[src/supervisor_pkg.sv]
// Shared constants, register map and state types of the soft-start supervisor
package supervisor_pkg;
  // Ramp
  localparam int RAMP_W = 12;
  localparam int RAMP_SHIFT = 11;
  localparam logic [11:0] RAMP_FULL = 12'h800;
  // Reference scaling in millivolts, voltage code to final reference
  localparam int MV_W = 12;
  localparam logic [11:0] REF_BASE_MV = 12'h320;
  localparam logic [11:0] REF_STEP_MV = 12'h019;
  localparam logic [11:0] UV_ENABLE_MV = 12'h258;
  // Under-voltage must stand this many samples before it trips
  localparam logic [1:0] UV_HOLD_CYCLES = 2'h2;
  localparam int PHASES = 2;
  localparam int CODE_W = 5;
  // Register offsets
  localparam logic [7:0] OFS_STATUS = 8'h00;
  localparam logic [7:0] OFS_RAMP = 8'h04;
  localparam logic [7:0] OFS_UV_LEVEL = 8'h08;
  localparam logic [7:0] OFS_IRQ_STAT = 8'h0C;
  localparam logic [7:0] OFS_IRQ_MASK = 8'h10;
  // Status and ramp register fields
  localparam int ST_RAMP_DONE_BIT = 0;
  localparam int ST_FAULT_BIT = 1;
  localparam int ST_SUPPLY_OK_BIT = 2;
  localparam int ST_IRQ_BIT = 3;
  localparam int ST_STATE_LSB = 4;
  localparam int RAMP_MV_LSB = 16;
  // Interrupt bits
  localparam int IRQ_W = 5;
  localparam int IRQ_UV = 0;
  localparam int IRQ_OV = 1;
  localparam int IRQ_OCP = 2;
  localparam int IRQ_RAMP_DONE = 3;
  localparam int IRQ_SUPPLY = 4;
  localparam logic [4:0] IRQ_MASK_RESET = 5'h00;
  typedef enum logic [2:0] {
    ST_OFF,
    ST_RAMP,
    ST_RUN,
    ST_UV_LATCH,
    ST_OV_LATCH
  } state_t;
endpackage : supervisor_pkg

[src/ramp_if.sv]
// Handshake between the sequencer and its soft-start counter
`timescale 1ns/10ps
interface ramp_if;
  logic clear;
  logic advance;
  logic [11:0] count;
  logic done;
  modport ctl (output clear, output advance, input count, input done);
  modport cnt (input clear, input advance, output count, output done);
endinterface : ramp_if

[src/soft_ramp_counter.sv]
// Soft-start step counter
`timescale 1ns/10ps
module soft_ramp_counter
  import supervisor_pkg::*;
(
  // Clock and reset
  input wire logic clk_sys_i,
  input wire logic rst_n_i,
  // Sequencer side
  ramp_if.cnt rp
);
  logic [RAMP_W-1:0] count_q;

  always_ff @(posedge clk_sys_i or negedge rst_n_i)
  begin
    if (!rst_n_i)
      count_q <= 12'h000;
    else if (rp.clear)
      count_q <= 12'h000;
    else if (rp.advance && count_q != RAMP_FULL)
      count_q <= count_q + 12'h001;
  end

  assign rp.count = count_q;
  assign rp.done = (count_q == RAMP_FULL);
endmodule : soft_ramp_counter

[src/phase_gate_driver.sv]
// Per-phase gate enables with overcurrent cycle skipping and crowbar
`timescale 1ns/10ps
module phase_gate_driver
  import supervisor_pkg::*;
(
  // Clock and reset
  input wire logic clk_sys_i,
  input wire logic rst_n_i,
  // Control
  input wire logic run_i,
  input wire logic crowbar_i,
  input wire logic [PHASES-1:0] over_limit_i,
  input wire logic [PHASES-1:0] pwm_i,
  // Gate enables
  output logic [PHASES-1:0] high_o,
  output logic [PHASES-1:0] low_o,
  output logic ocp_rise_o
);
  logic [PHASES-1:0] high_q;
  logic [PHASES-1:0] low_q;
  logic [PHASES-1:0] ocp_q;
  logic [PHASES-1:0] rise;

  for (genvar p = 0; p < PHASES; p++)
  begin : g_phase
    logic high_d;
    logic low_d;
    // High side only without overcurrent, crowbar or low side
    assign high_d = run_i && !crowbar_i && !over_limit_i[p] && pwm_i[p];
    assign low_d = crowbar_i || (run_i && (over_limit_i[p] || !pwm_i[p]));
    always_ff @(posedge clk_sys_i or negedge rst_n_i)
    begin
      if (!rst_n_i)
      begin
        high_q[p] <= 1'b0;
        low_q[p] <= 1'b0;
        ocp_q[p] <= 1'b0;
      end
      else
      begin
        high_q[p] <= high_d && !low_d;
        low_q[p] <= low_d;
        ocp_q[p] <= run_i && over_limit_i[p];
      end
    end
    assign rise[p] = run_i && over_limit_i[p] && !ocp_q[p];
  end

  assign high_o = high_q;
  assign low_o = low_q;
  assign ocp_rise_o = |rise;
endmodule : phase_gate_driver

[src/softstart_fault_supervisor.sv]
// Soft-start sequencer, fault latches and APB registers of the supervisor
//
// The address map and the APB slave port were decided locally.
`timescale 1ns/10ps
module softstart_fault_supervisor
  import supervisor_pkg::*;
(
  // Clock and reset
  input wire logic clk_sys_i,
  input wire logic rst_n_i,
  // APB slave
  input wire logic psel_i,
  input wire logic penable_i,
  input wire logic pwrite_i,
  input wire logic [7:0] paddr_i,
  input wire logic [31:0] pwdata_i,
  output logic [31:0] prdata_o,
  output logic pready_o,
  output logic pslverr_o,
  // Supply and inhibit comparators
  input wire logic main_supply_ok_i,
  input wire logic driver_supply_ok_i,
  input wire logic inhibit_input_i,
  // Output voltage comparators and programming
  input wire logic [CODE_W-1:0] voltage_code_i,
  input wire logic sensed_below_uv_i,
  input wire logic sensed_above_ov_i,
  input wire logic sensed_in_window_i,
  // Phase current and loop demand
  input wire logic [PHASES-1:0] phase_over_limit_i,
  input wire logic [PHASES-1:0] pwm_demand_i,
  // Loop references
  output logic [MV_W-1:0] loop_ref_mv_o,
  output logic [MV_W-1:0] ov_ref_mv_o,
  // Gate drives and indicators
  output logic [PHASES-1:0] high_side_en_o,
  output logic [PHASES-1:0] low_side_en_o,
  output logic fault_indicator_o,
  output logic supply_ok_output_o,
  output logic irq_o
);
  state_t state_q;
  state_t state_d;
  logic supplies_ok;
  logic prot_on;
  logic ov_trip;
  logic uv_trip;
  logic uv_armed;
  logic [1:0] uv_cnt_q;
  logic [MV_W-1:0] final_mv;
  logic [23:0] ramp_prod;
  logic [MV_W-1:0] ramp_mv;
  logic [MV_W-1:0] loop_ref_q;
  logic [MV_W-1:0] ov_ref_q;
  logic [MV_W-1:0] uv_level_q;
  logic fault_q;
  logic supply_ok_q;
  logic run_gate;
  logic crowbar;
  logic ocp_rise;
  logic [IRQ_W-1:0] irq_event;
  logic [IRQ_W-1:0] irq_stat_q;
  logic [IRQ_W-1:0] irq_mask_q;
  logic [IRQ_W-1:0] irq_clear;
  logic [31:0] prdata_q;
  logic [31:0] rd_value;
  logic rd_hit;
  logic setup_ph;
  logic access_ph;
  logic wr_en;

  ramp_if rp ();

  soft_ramp_counter u_ramp (
    .clk_sys_i (clk_sys_i),
    .rst_n_i (rst_n_i),
    .rp (rp.cnt)
  );

  // Counter is held at zero in ST_OFF so a restart begins from 0V
  assign rp.clear = (state_q == ST_OFF);
  assign rp.advance = (state_q == ST_RAMP);

  // Reference arithmetic
  assign final_mv = REF_BASE_MV + MV_W'({7'h00, voltage_code_i} * REF_STEP_MV);
  assign ramp_prod = {12'h000, final_mv} * {12'h000, rp.count};
  assign ramp_mv = ramp_prod[RAMP_SHIFT +: MV_W];

  assign supplies_ok = main_supply_ok_i && driver_supply_ok_i;
  // Inhibit silences every protection, not only the gates
  assign prot_on = ((state_q == ST_RAMP) || (state_q == ST_RUN)) && !inhibit_input_i;
  assign ov_trip = prot_on && sensed_above_ov_i;
  assign uv_armed = prot_on && ((state_q == ST_RUN) || (ramp_mv >= uv_level_q));
  assign uv_trip = uv_armed && sensed_below_uv_i && (uv_cnt_q == (UV_HOLD_CYCLES - 2'h1));

  // Consecutive under-voltage samples; one sample alone is blanked
  always_ff @(posedge clk_sys_i or negedge rst_n_i)
  begin
    if (!rst_n_i)
      uv_cnt_q <= 2'h0;
    else if (uv_armed && sensed_below_uv_i && uv_cnt_q != UV_HOLD_CYCLES)
      uv_cnt_q <= uv_cnt_q + 2'h1;
    else if (!(uv_armed && sensed_below_uv_i))
      uv_cnt_q <= 2'h0;
  end

  // Sequencer
  always_comb
  begin
    state_d = state_q;
    case (state_q)
      ST_OFF:
      begin
        if (supplies_ok && !inhibit_input_i)
          state_d = ST_RAMP;
      end
      ST_RAMP, ST_RUN:
      begin
        if (inhibit_input_i)
          state_d = ST_OFF;
        else if (!supplies_ok)
          state_d = ST_OFF;
        else if (ov_trip)
          state_d = ST_OV_LATCH;
        else if (uv_trip)
          state_d = ST_UV_LATCH;
        else if (state_q == ST_RAMP && rp.done)
          state_d = ST_RUN;
      end
      ST_UV_LATCH, ST_OV_LATCH:
      begin
        // Only a main supply drop releases a latched fault
        if (!main_supply_ok_i)
          state_d = ST_OFF;
      end
      default:
        state_d = ST_OFF;
    endcase
  end

  always_ff @(posedge clk_sys_i or negedge rst_n_i)
  begin
    if (!rst_n_i)
      state_q <= ST_OFF;
    else
      state_q <= state_d;
  end

  // References to the analog comparators
  always_ff @(posedge clk_sys_i or negedge rst_n_i)
  begin
    if (!rst_n_i)
    begin
      loop_ref_q <= 12'h000;
      ov_ref_q <= 12'h000;
    end
    else
    begin
      loop_ref_q <= (state_q == ST_RUN) ? final_mv : ramp_mv;
      ov_ref_q <= final_mv;
    end
  end

  assign loop_ref_mv_o = loop_ref_q;
  assign ov_ref_mv_o = ov_ref_q;

  // Gate drive
  // Next state, so gates drop on the same edge as the fault rises
  assign run_gate = ((state_d == ST_RAMP) || (state_d == ST_RUN)) && !inhibit_input_i;
  assign crowbar = (state_d == ST_OV_LATCH) && !inhibit_input_i;

  phase_gate_driver u_gates (
    .clk_sys_i (clk_sys_i),
    .rst_n_i (rst_n_i),
    .run_i (run_gate),
    .crowbar_i (crowbar),
    .over_limit_i (phase_over_limit_i),
    .pwm_i (pwm_demand_i),
    .high_o (high_side_en_o),
    .low_o (low_side_en_o),
    .ocp_rise_o (ocp_rise)
  );

  // Indicators
  always_ff @(posedge clk_sys_i or negedge rst_n_i)
  begin
    if (!rst_n_i)
    begin
      fault_q <= 1'b0;
      supply_ok_q <= 1'b0;
    end
    else
    begin
      fault_q <= (state_d == ST_UV_LATCH) || (state_d == ST_OV_LATCH);
      // Window only counts once the ramp has finished
      supply_ok_q <= (state_d == ST_RUN) && sensed_in_window_i && !inhibit_input_i;
    end
  end

  assign fault_indicator_o = fault_q;
  assign supply_ok_output_o = supply_ok_q;

  // Interrupt events
  always_comb
  begin
    irq_event = 5'h00;
    irq_event[IRQ_UV] = (state_d == ST_UV_LATCH) && (state_q != ST_UV_LATCH);
    irq_event[IRQ_OV] = (state_d == ST_OV_LATCH) && (state_q != ST_OV_LATCH);
    irq_event[IRQ_OCP] = ocp_rise;
    irq_event[IRQ_RAMP_DONE] = (state_q == ST_RAMP) && (state_d == ST_RUN);
    irq_event[IRQ_SUPPLY] = ((state_q == ST_RAMP) || (state_q == ST_RUN)) && !supplies_ok;
  end

  // APB phases
  assign setup_ph = psel_i && !penable_i;
  assign access_ph = psel_i && penable_i;
  assign wr_en = access_ph && pwrite_i && rd_hit;
  assign irq_clear = (wr_en && paddr_i == OFS_IRQ_STAT) ? pwdata_i[IRQ_W-1:0] : 5'h00;

  // Sticky status; a new event beats a clear in the same cycle
  always_ff @(posedge clk_sys_i or negedge rst_n_i)
  begin
    if (!rst_n_i)
      irq_stat_q <= 5'h00;
    else
      irq_stat_q <= (irq_stat_q & ~irq_clear) | irq_event;
  end

  always_ff @(posedge clk_sys_i or negedge rst_n_i)
  begin
    if (!rst_n_i)
      irq_mask_q <= IRQ_MASK_RESET;
    else if (wr_en && paddr_i == OFS_IRQ_MASK)
      irq_mask_q <= pwdata_i[IRQ_W-1:0];
  end

  // Software may move the under-voltage enable level; default is 0.6V
  always_ff @(posedge clk_sys_i or negedge rst_n_i)
  begin
    if (!rst_n_i)
      uv_level_q <= UV_ENABLE_MV;
    else if (wr_en && paddr_i == OFS_UV_LEVEL)
      uv_level_q <= pwdata_i[MV_W-1:0];
  end

  assign irq_o = |(irq_stat_q & irq_mask_q);

  // Read decode
  always_comb
  begin
    rd_value = 32'h0000_0000;
    rd_hit = 1'b1;
    if (paddr_i == OFS_STATUS)
    begin
      rd_value[ST_RAMP_DONE_BIT] = rp.done;
      rd_value[ST_FAULT_BIT] = fault_q;
      rd_value[ST_SUPPLY_OK_BIT] = supply_ok_q;
      rd_value[ST_IRQ_BIT] = irq_o;
      rd_value[ST_STATE_LSB +: 3] = 3'(state_q);
    end
    else if (paddr_i == OFS_RAMP)
    begin
      rd_value[RAMP_W-1:0] = rp.count;
      rd_value[RAMP_MV_LSB +: MV_W] = ramp_mv;
    end
    else if (paddr_i == OFS_UV_LEVEL)
      rd_value[MV_W-1:0] = uv_level_q;
    else if (paddr_i == OFS_IRQ_STAT)
      rd_value[IRQ_W-1:0] = irq_stat_q;
    else if (paddr_i == OFS_IRQ_MASK)
      rd_value[IRQ_W-1:0] = irq_mask_q;
    else
      rd_hit = 1'b0;
  end

  // Read data captured in setup so it stands from a flop in the access phase
  always_ff @(posedge clk_sys_i or negedge rst_n_i)
  begin
    if (!rst_n_i)
      prdata_q <= 32'h0000_0000;
    else if (setup_ph)
      prdata_q <= rd_value;
  end

  assign prdata_o = prdata_q;
  assign pready_o = 1'b1;
  assign pslverr_o = access_ph && !rd_hit;
endmodule : softstart_fault_supervisor

[config.mk]
export PLATFORM = sky130hd
export DESIGN_NAME = softstart_fault_supervisor
export DESIGN_NICKNAME = d
export VERILOG_FILES = /design/src/supervisor_pkg.sv /design/src/ramp_if.sv /design/src/soft_ramp_counter.sv /design/src/phase_gate_driver.sv /design/src/softstart_fault_supervisor.sv
export SDC_FILE = /design/constraint.sdc
export NUM_CORES = 1
export LEC_CHECK = 0
export ABC_AREA = 1
export BUFFER_PORTS_ARGS = -buffer_cell sky130_fd_sc_hd__buf_2
export CAP_MARGIN = 20
export CORE_MARGIN = 1
export CORE_UTILIZATION = 25
export CTS_CLUSTER_SIZE = 25
export DETAILED_ROUTE_END_ITERATION = 8
export PLACE_DENSITY = 0.46
export SLEW_MARGIN = 20
export SYNTH_ARGS = -nofsm -noshare
export SYNTH_HDL_FRONTEND = slang
export SYNTH_SLANG_ARGS = --single-unit
[constraint.sdc]
create_clock -name clk_sys_i -period 18.1 [get_ports clk_sys_i]
set_input_delay 0.905 -clock clk_sys_i [delete_from_list [all_inputs] [get_ports clk_sys_i]]
set_output_delay 0.905 -clock clk_sys_i [all_outputs]
set_load 0.05 [all_outputs]
Word-level counts from Yosys, hierarchy flattened:

Cells that the tools add are included.

* add/sub/neg operators: 3
* multipliers: 2
* order comparisons: 1
* eq/ne operators: 19
* multiplexer cells: 28
* bitwise gates (word level): 4
* reductions and logical operators: 67

Operators by type and width (count)
* $mux W12: 6
* $logic_and A1 B1 Y1: 39
* $mux W5: 5
* $mul A11 B12 Y23: 1
* $mux W3: 7
* $eq A8 B4 Y1 const B: 2
* $mux W7: 2
* $logic_not A1 Y1: 13
* $add A12 B1 Y12 const B: 1
* $eq A12 B12 Y1 const B: 1
* $eq A3 B2 Y1 const B: 4
* $ge A12 B12 Y1: 1
* $ne A12 B12 Y1 const B: 1
* $add A10 B10 Y11 const A: 1
* $and A5 B5 Y5: 2
* $mul A5 B5 Y10 const B: 1
* $pmux W3 S3: 1
* $eq A8 B3 Y1 const B: 1
* $eq A8 B5 Y1 const B: 1
* $logic_not A8 Y1: 1
* $logic_or A1 B1 Y1: 8
* $eq A3 B1 Y1 const B: 2
* $eq A3 B3 Y1 const B: 2
* $reduce_or A2 Y1: 3
* other kinds (13): 18

* bits in registers: 94
* word-level logic and storage cells: 141

Longest topological paths before layout:

* depth in word-level cells: 20
* gate-level depth with buffers: 49
* mapped depth without buffers: 48

Modules after synthesis:

Synthesis repeated with hierarchy kept, for this count alone.

* cells, all modules: 1242
* area total of the unflattened synthesis: 9783.1 sq um

Modules (own cells, without submodules)
* softstart_fault_supervisor: instances 1, cells an instance 1102, area each 8737.1 sq um
* soft_ramp_counter: instances 1, cells an instance 113, area each 809.5 sq um
* phase_gate_driver: instances 1, cells an instance 27, area each 236.5 sq um

Worst setup path after synthesis:

Ideal clock, no wire load.

* path kind: input port to flip-flop
* start: in voltage_code_i[1]
* end: reg u_gates.low_q[0], in the netlist u_gates.low_o[0]
* setup time: 121 ps
* arrival time: 8910 ps
* data required time: 17979 ps
* path slack: 9069 ps
* stages: 47
* buffers on the path: 1
* cells stage by stage: clkbuf_1 > inv_1 > ha_1 > inv_1 > ha_1 > ha_1 > ha_1 > fa_1 > nand2_1 > inv_1 > nor2_1 > o21a_1 > inv_1 > or2_2 > nand2_1 > nor2_1 > fa_1 > inv_1 > (+11 left out) > a21oi_2 > o21ai_1 > or2_2 > and2_1 > ha_1 > nand2_1 > nand2_1 > nand2_1 > a21oi_1 > nor2_1 > nand2_1 > nand3_1 > nand2_1 > nand2_1 > nand2_1 > nand2_2 > nand2_2 > o21ai_1

* cells in the longest elaborated chain, start to end: 18
* elaborated cells between the ends (all ways): 21
* those cells by class: 1 x add/sub; 2 x mul; 1 x order compare; 3 x eq/ne; 5 x mux; 9 x reduce/logical

RTL lines
* start: declaration: RTL line softstart_fault_supervisor.sv:25 `input wire logic [CODE_W-1:0] voltage_code_i,`
* $mul A5 B5 Y10 *: RTL line softstart_fault_supervisor.sv:85 `assign final_mv = REF_BASE_MV + MV_W'({7'h00, voltage_code_i} * REF_STEP_MV);`
* $add A10 B10 Y11 *: RTL line softstart_fault_supervisor.sv:85
* $mul A11 B12 Y23 *: RTL line softstart_fault_supervisor.sv:86 `assign ramp_prod = {12'h000, final_mv} * {12'h000, rp.count};`
* $ge A12 B12 Y1 *: RTL line softstart_fault_supervisor.sv:93 `assign uv_armed = prot_on && ((state_q == ST_RUN) || (ramp_mv >= uv_level_q));`
* $logic_or A1 B1 Y1 *: RTL line softstart_fault_supervisor.sv:93
* $logic_and A1 B1 Y1 *: RTL line softstart_fault_supervisor.sv:93
* $logic_and A1 B1 Y1 * (2 in a row): RTL line softstart_fault_supervisor.sv:94 `assign uv_trip = uv_armed && sensed_below_uv_i && (uv_cnt_q == (UV_HOLD_CYCLES - 2'h1));`
* $mux W3 *: RTL line softstart_fault_supervisor.sv:125 `else if (uv_trip)`
* (+3 left out)
* $pmux W3 S3 *: RTL line softstart_fault_supervisor.sv:111 `case (state_q)`
* via state_d[1]: RTL line softstart_fault_supervisor.sv:43 `state_t state_d;`
* $eq A3 B1 Y1 or $eq A3 B2 Y1 (tied branches): RTL line softstart_fault_supervisor.sv:169 `assign run_gate = ((state_d == ST_RAMP) || (state_d == ST_RUN)) && !inhibit_input_i;`
* $logic_or A1 B1 Y1: RTL line softstart_fault_supervisor.sv:169
* $logic_and A1 B1 Y1: RTL line softstart_fault_supervisor.sv:169
* $logic_and A1 B1 Y1: RTL line phase_gate_driver.sv:30 `assign low_d = crowbar_i || (run_i && (over_limit_i[p] || !pwm_i[p]));`
* $logic_or A1 B1 Y1 *: RTL line phase_gate_driver.sv:30
* via u_gates.g_phase[0].low_d: RTL line phase_gate_driver.sv:27 `logic low_d;`
* end signal: indexed assignment: RTL line phase_gate_driver.sv:42 `low_q[p] <= low_d;`
* end: declaration: RTL line phase_gate_driver.sv:20 `logic [PHASES-1:0] low_q;`

Mark *: on every way through the listed nets, which the timed path passes. The rest lies on a longest branch.
A chain may end at the register's enable or synchronous reset.

Worst setup path after layout:

* start: in voltage_code_i[2]
* end: reg u_gates.low_q[1], in the netlist u_gates.low_o[1]

* cells in the longest elaborated chain, start to end: 18
* elaborated cells between the ends (all ways): 21
* those cells by class: 1 x add/sub; 2 x mul; 1 x order compare; 3 x eq/ne; 5 x mux; 9 x reduce/logical

RTL lines
* $mul A5 B5 Y10 *: RTL line softstart_fault_supervisor.sv:85
* $add A10 B10 Y11 *: RTL line softstart_fault_supervisor.sv:85
* via final_mv[9]: RTL line softstart_fault_supervisor.sv:50 `logic [MV_W-1:0] final_mv;`
* $mul A11 B12 Y23 *: RTL line softstart_fault_supervisor.sv:86
* $ge A12 B12 Y1 *: RTL line softstart_fault_supervisor.sv:93
* $logic_or A1 B1 Y1 *: RTL line softstart_fault_supervisor.sv:93
* $logic_and A1 B1 Y1 *: RTL line softstart_fault_supervisor.sv:93
* $logic_and A1 B1 Y1 * (2 in a row): RTL line softstart_fault_supervisor.sv:94
* (+4 left out)
* $pmux W3 S3 *: RTL line softstart_fault_supervisor.sv:111
* via state_d[1]: RTL line softstart_fault_supervisor.sv:43
* $eq A3 B1 Y1 or $eq A3 B2 Y1 (tied branches): RTL line softstart_fault_supervisor.sv:169
* $logic_or A1 B1 Y1: RTL line softstart_fault_supervisor.sv:169
* $logic_and A1 B1 Y1: RTL line softstart_fault_supervisor.sv:169
* $logic_and A1 B1 Y1: RTL line phase_gate_driver.sv:30
* $logic_or A1 B1 Y1 *: RTL line phase_gate_driver.sv:30
* via u_gates.g_phase[1].low_d: RTL line phase_gate_driver.sv:27

Marks and branches as above.

==> flow_metrics.env <==
export IMPL_grt_max_degree=66
export IMPL_synthXorXnorAreaFrac=0.0145
export IMPL_cp_max_fo=16
export IMPL_mostFrequentLayoutCell="nand2_1"
export IMPL_worstSetupStartpointType="input pin"
export IMPL_worst_pin_slew_ps=988
export IMPL_pin_count=125
export IMPL_utilization=0.288
export IMPL_ys_warn_count=0
export IMPL_cts_buffers=9
export IMPL_synth_fa_ha_area_frac=0.316
export IMPL_worstHoldPathType="in -> async"
export IMPL_ant_nets=0
export IMPL_fp_row_count=70
export IMPL_switching_share=0.363
export IMPL_clkTransAtPathRegs_ps=80
export IMPL_hold_buffers=0
export IMPL_worst_slack_ps=8310
export IMPL_die_h_um=196
export IMPL_drc=0
export IMPL_antenna_cells=0
export IMPL_track_usage=0.144
export IMPL_dp_slack_ps=7880
export IMPL_synth_compound_area_frac=0.0798
export IMPL_final_setup_tns_ps=0
export IMPL_fp_dieW_um=196
export IMPL_start_util=0.255
export IMPL_antenna_found_initial=0
export IMPL_p_leak_nw=5.74
export IMPL_critical_path_startpoint="voltage_code_i[2]"
export IMPL_place_area_um2=10300
export IMPL_clk_path_buf_depth=2
export IMPL_yosys_top_cells_area="dfrtp_1 (24%), fa_1 (19%), ha_1 (13%)"
export IMPL_synth_simple_area_share=0.209
export IMPL_fin_crit_sh=0.541
export IMPL_cap_violations=0
export IMPL_avgRoutedWirePerCell_um=15.3
export IMPL_seqPwrFrac=0.414
export IMPL_tritoncts="built"
export IMPL_syn_inst=1180
export IMPL_synth_cell_types=53
export IMPL_synth_edf_count=0
export IMPL_core_area_um2=36800
export IMPL_first_pass_iters=5
export IMPL_synthArstFlopShare=1.00
export IMPL_netlist_area_um2=9370
export IMPL_vdd_drop_max_uv=42.0
export IMPL_power_switching_w=0.000193
export IMPL_h_tree_depth=3
export IMPL_clkPwrFrac=0.380
export IMPL_fin_area_um2=10600
export IMPL_ys_flop_type="dfrtp_1"
export IMPL_finalNetCount=1505
export IMPL_fmax_mhz=102
export IMPL_arrival_ps=10050
export IMPL_endpoint_kind="flip-flop"
export IMPL_timing_slew_headroom=0.336
export IMPL_yosysSeqAreaShare=0.251
export IMPL_avgSynthCellArea_um2=7.94
export IMPL_synth_top_area_cell="dfrtp_1"
export IMPL_synth_mux_area_frac=0
export IMPL_status="finished, final reports clean"
export IMPL_ctsResizeCount=0
export IMPL_clock_sinks=94
export IMPL_gr_total_overflow=0
export IMPL_insertion_delay_ps=370
export IMPL_wl_mm=26.5
export IMPL_cts_setup_buffers=0
export IMPL_finalHoldViolCount=0
export IMPL_grt_first_pass_wirelength_mm=42.3
export IMPL_comb_power_share=0.205
export IMPL_area_growth_pct=13.1
export IMPL_drt_iter0_drc=430
export IMPL_p_per_area_nw_per_um2=50.1
export IMPL_dieArea_um2=38300
export IMPL_most_common_layout_cells="nand2_1 (280), inv_1 (260), ha_1 (94)"
export IMPL_setup_viol=0
export IMPL_slew_viol_final=0
export IMPL_cts_root_buf="clkbuf_16"
export IMPL_io_buffer_count=94
export IMPL_dr_total_vias=7733
export IMPL_post_route_min_period_ps=9790
export IMPL_finalNonFillerCells=1735
export IMPL_r2r_start="u_ramp.rp.count[3]$_DFFE_PN0P_"
export IMPL_grt_pass1_vias=7722
export IMPL_place_hpwl_mm=21.0
export IMPL_drive_gt1_frac=0.126
export IMPL_path_class="in -> reg"
export IMPL_gp_congestion=0.869
export IMPL_required_ps=18360
export IMPL_power_internal_w=0.000338
export IMPL_rsz0062_at_grt="false"
export IMPL_cp_slowest_stage_delay_ps=550
export IMPL_synth_top_family_by_area="adder cells"
export IMPL_slowest_stage="fa_1"
export IMPL_placedCellCount=1719
export IMPL_synth_top_area_frac=0.240
export IMPL_routed_via_density=4.46
export IMPL_finClkSkew_ps=11.7
export IMPL_ys_ff_latch=94
## worst max-delay path: cells and delay by family
family | cells | cell delay (ps)
adder cells (fa/ha/maj) | 12 | 4700
XOR/XNOR | 1 | 410
buffers and inverters | 12 | 1300
AO/OA/AOI/OAI | 7 | 1020
AND/OR/NAND/NOR | 16 | 1680
## cells in the mapped netlist, types with 4 or more instances
cell and n:
o21ai_1 19, dfrtp_1 90, xor2_1 6, nand4_1 10
nand2_1 280, nand3_1 41, inv_1 260, a211oi_1 4
buf_4 11, o211ai_1 7, nor4_1 6, o21ai_0 41
ha_1 94, nand2_2 9, nor2_1 69, clkbuf_1 19
a22oi_1 5, a21oi_1 37, inv_2 9, xnor2_1 4
dfstp_2 4, nor3_1 15, fa_1 89, o21ai_2 4
## final cells by class
type                            count  area, µm²
Timing Repair Buffer               98        503
Clock inverter                      7       75.1
Sequential cell                    94       2360
Multi-Input combinational cell    788       5840
Tap cell                          468        586
Inverter                          271       1020
Clock buffer                        9        225
Fill cell                        4058      26200
## registers in the layout (all words and copies together) (netlist names), 3 cells and up
register,count
prdata_o,24
u_ramp.rp.count,12
ov_ref_mv_o,11
irq_stat_q,5
uv_level_q,12
irq_mask_q,5
loop_ref_mv_o,12
state_q,3
## per-layer routing
layer,track usage,up-vias,wire [µm]
met1,0.198,3749,12700
li1,-,3769,-
met4,0.0400,0,488
met5,0,-,0
met3,0.0204,30,1060
met2,0.235,185,12200
## cells by family after synthesis
kind of cell,count (synthesis)
AOI/OAI and AO/OA,131
other,2
DFF,94
buffers and inverters,306
adders and majority gates,183
xor gates and xnor gates,13
and+or+nand+nor,451
## worst paths after layout
| kind | endpoint | slack (ps) | cells past startpoint |
|---|---|---|---|
| hold reg to reg | uv_level_q[9]$_DFFE_PN1P_ | 470 | 2 |
| hold / removal | u_gates.low_o[1]$_DFF_PN0_ | 470 | 1 |
| setup reg to reg | u_gates.low_o[1]$_DFF_PN0_ | 10770 | 32 |
| setup / recovery | u_gates.low_o[1]$_DFF_PN0_ | 8310 | 48 |
| max in group asynchronous | loop_ref_mv_o[8]$_DFF_PN0_ | 16370 | 2 |
| min in group clk_sys_i | uv_level_q[9]$_DFFE_PN1P_ | 470 | 2 |
## per-stage QoR
stage	power [W]	hold slack, ps
global placement	0.000335	452
finish	0.000531	468
CTS	0.000541	470
floorplan	0.000291	442
global route	0.000557	489
detailed placement	0.000335	458
## power by group through the flow
stage / sequential [W] / combinational, W / clock, W
final: 0.000220 / 0.000109 / 0.000202
after global placement: 0.000225 / 0.000110 / 0
after floorplan: 0.000244 / 0.0000474 / 0
after global routing: 0.000221 / 0.000119 / 0.000217
after CTS: 0.000220 / 0.000111 / 0.000209
after detailed placement: 0.000224 / 0.000111 / 0
(Power assumes the default switching activity.)
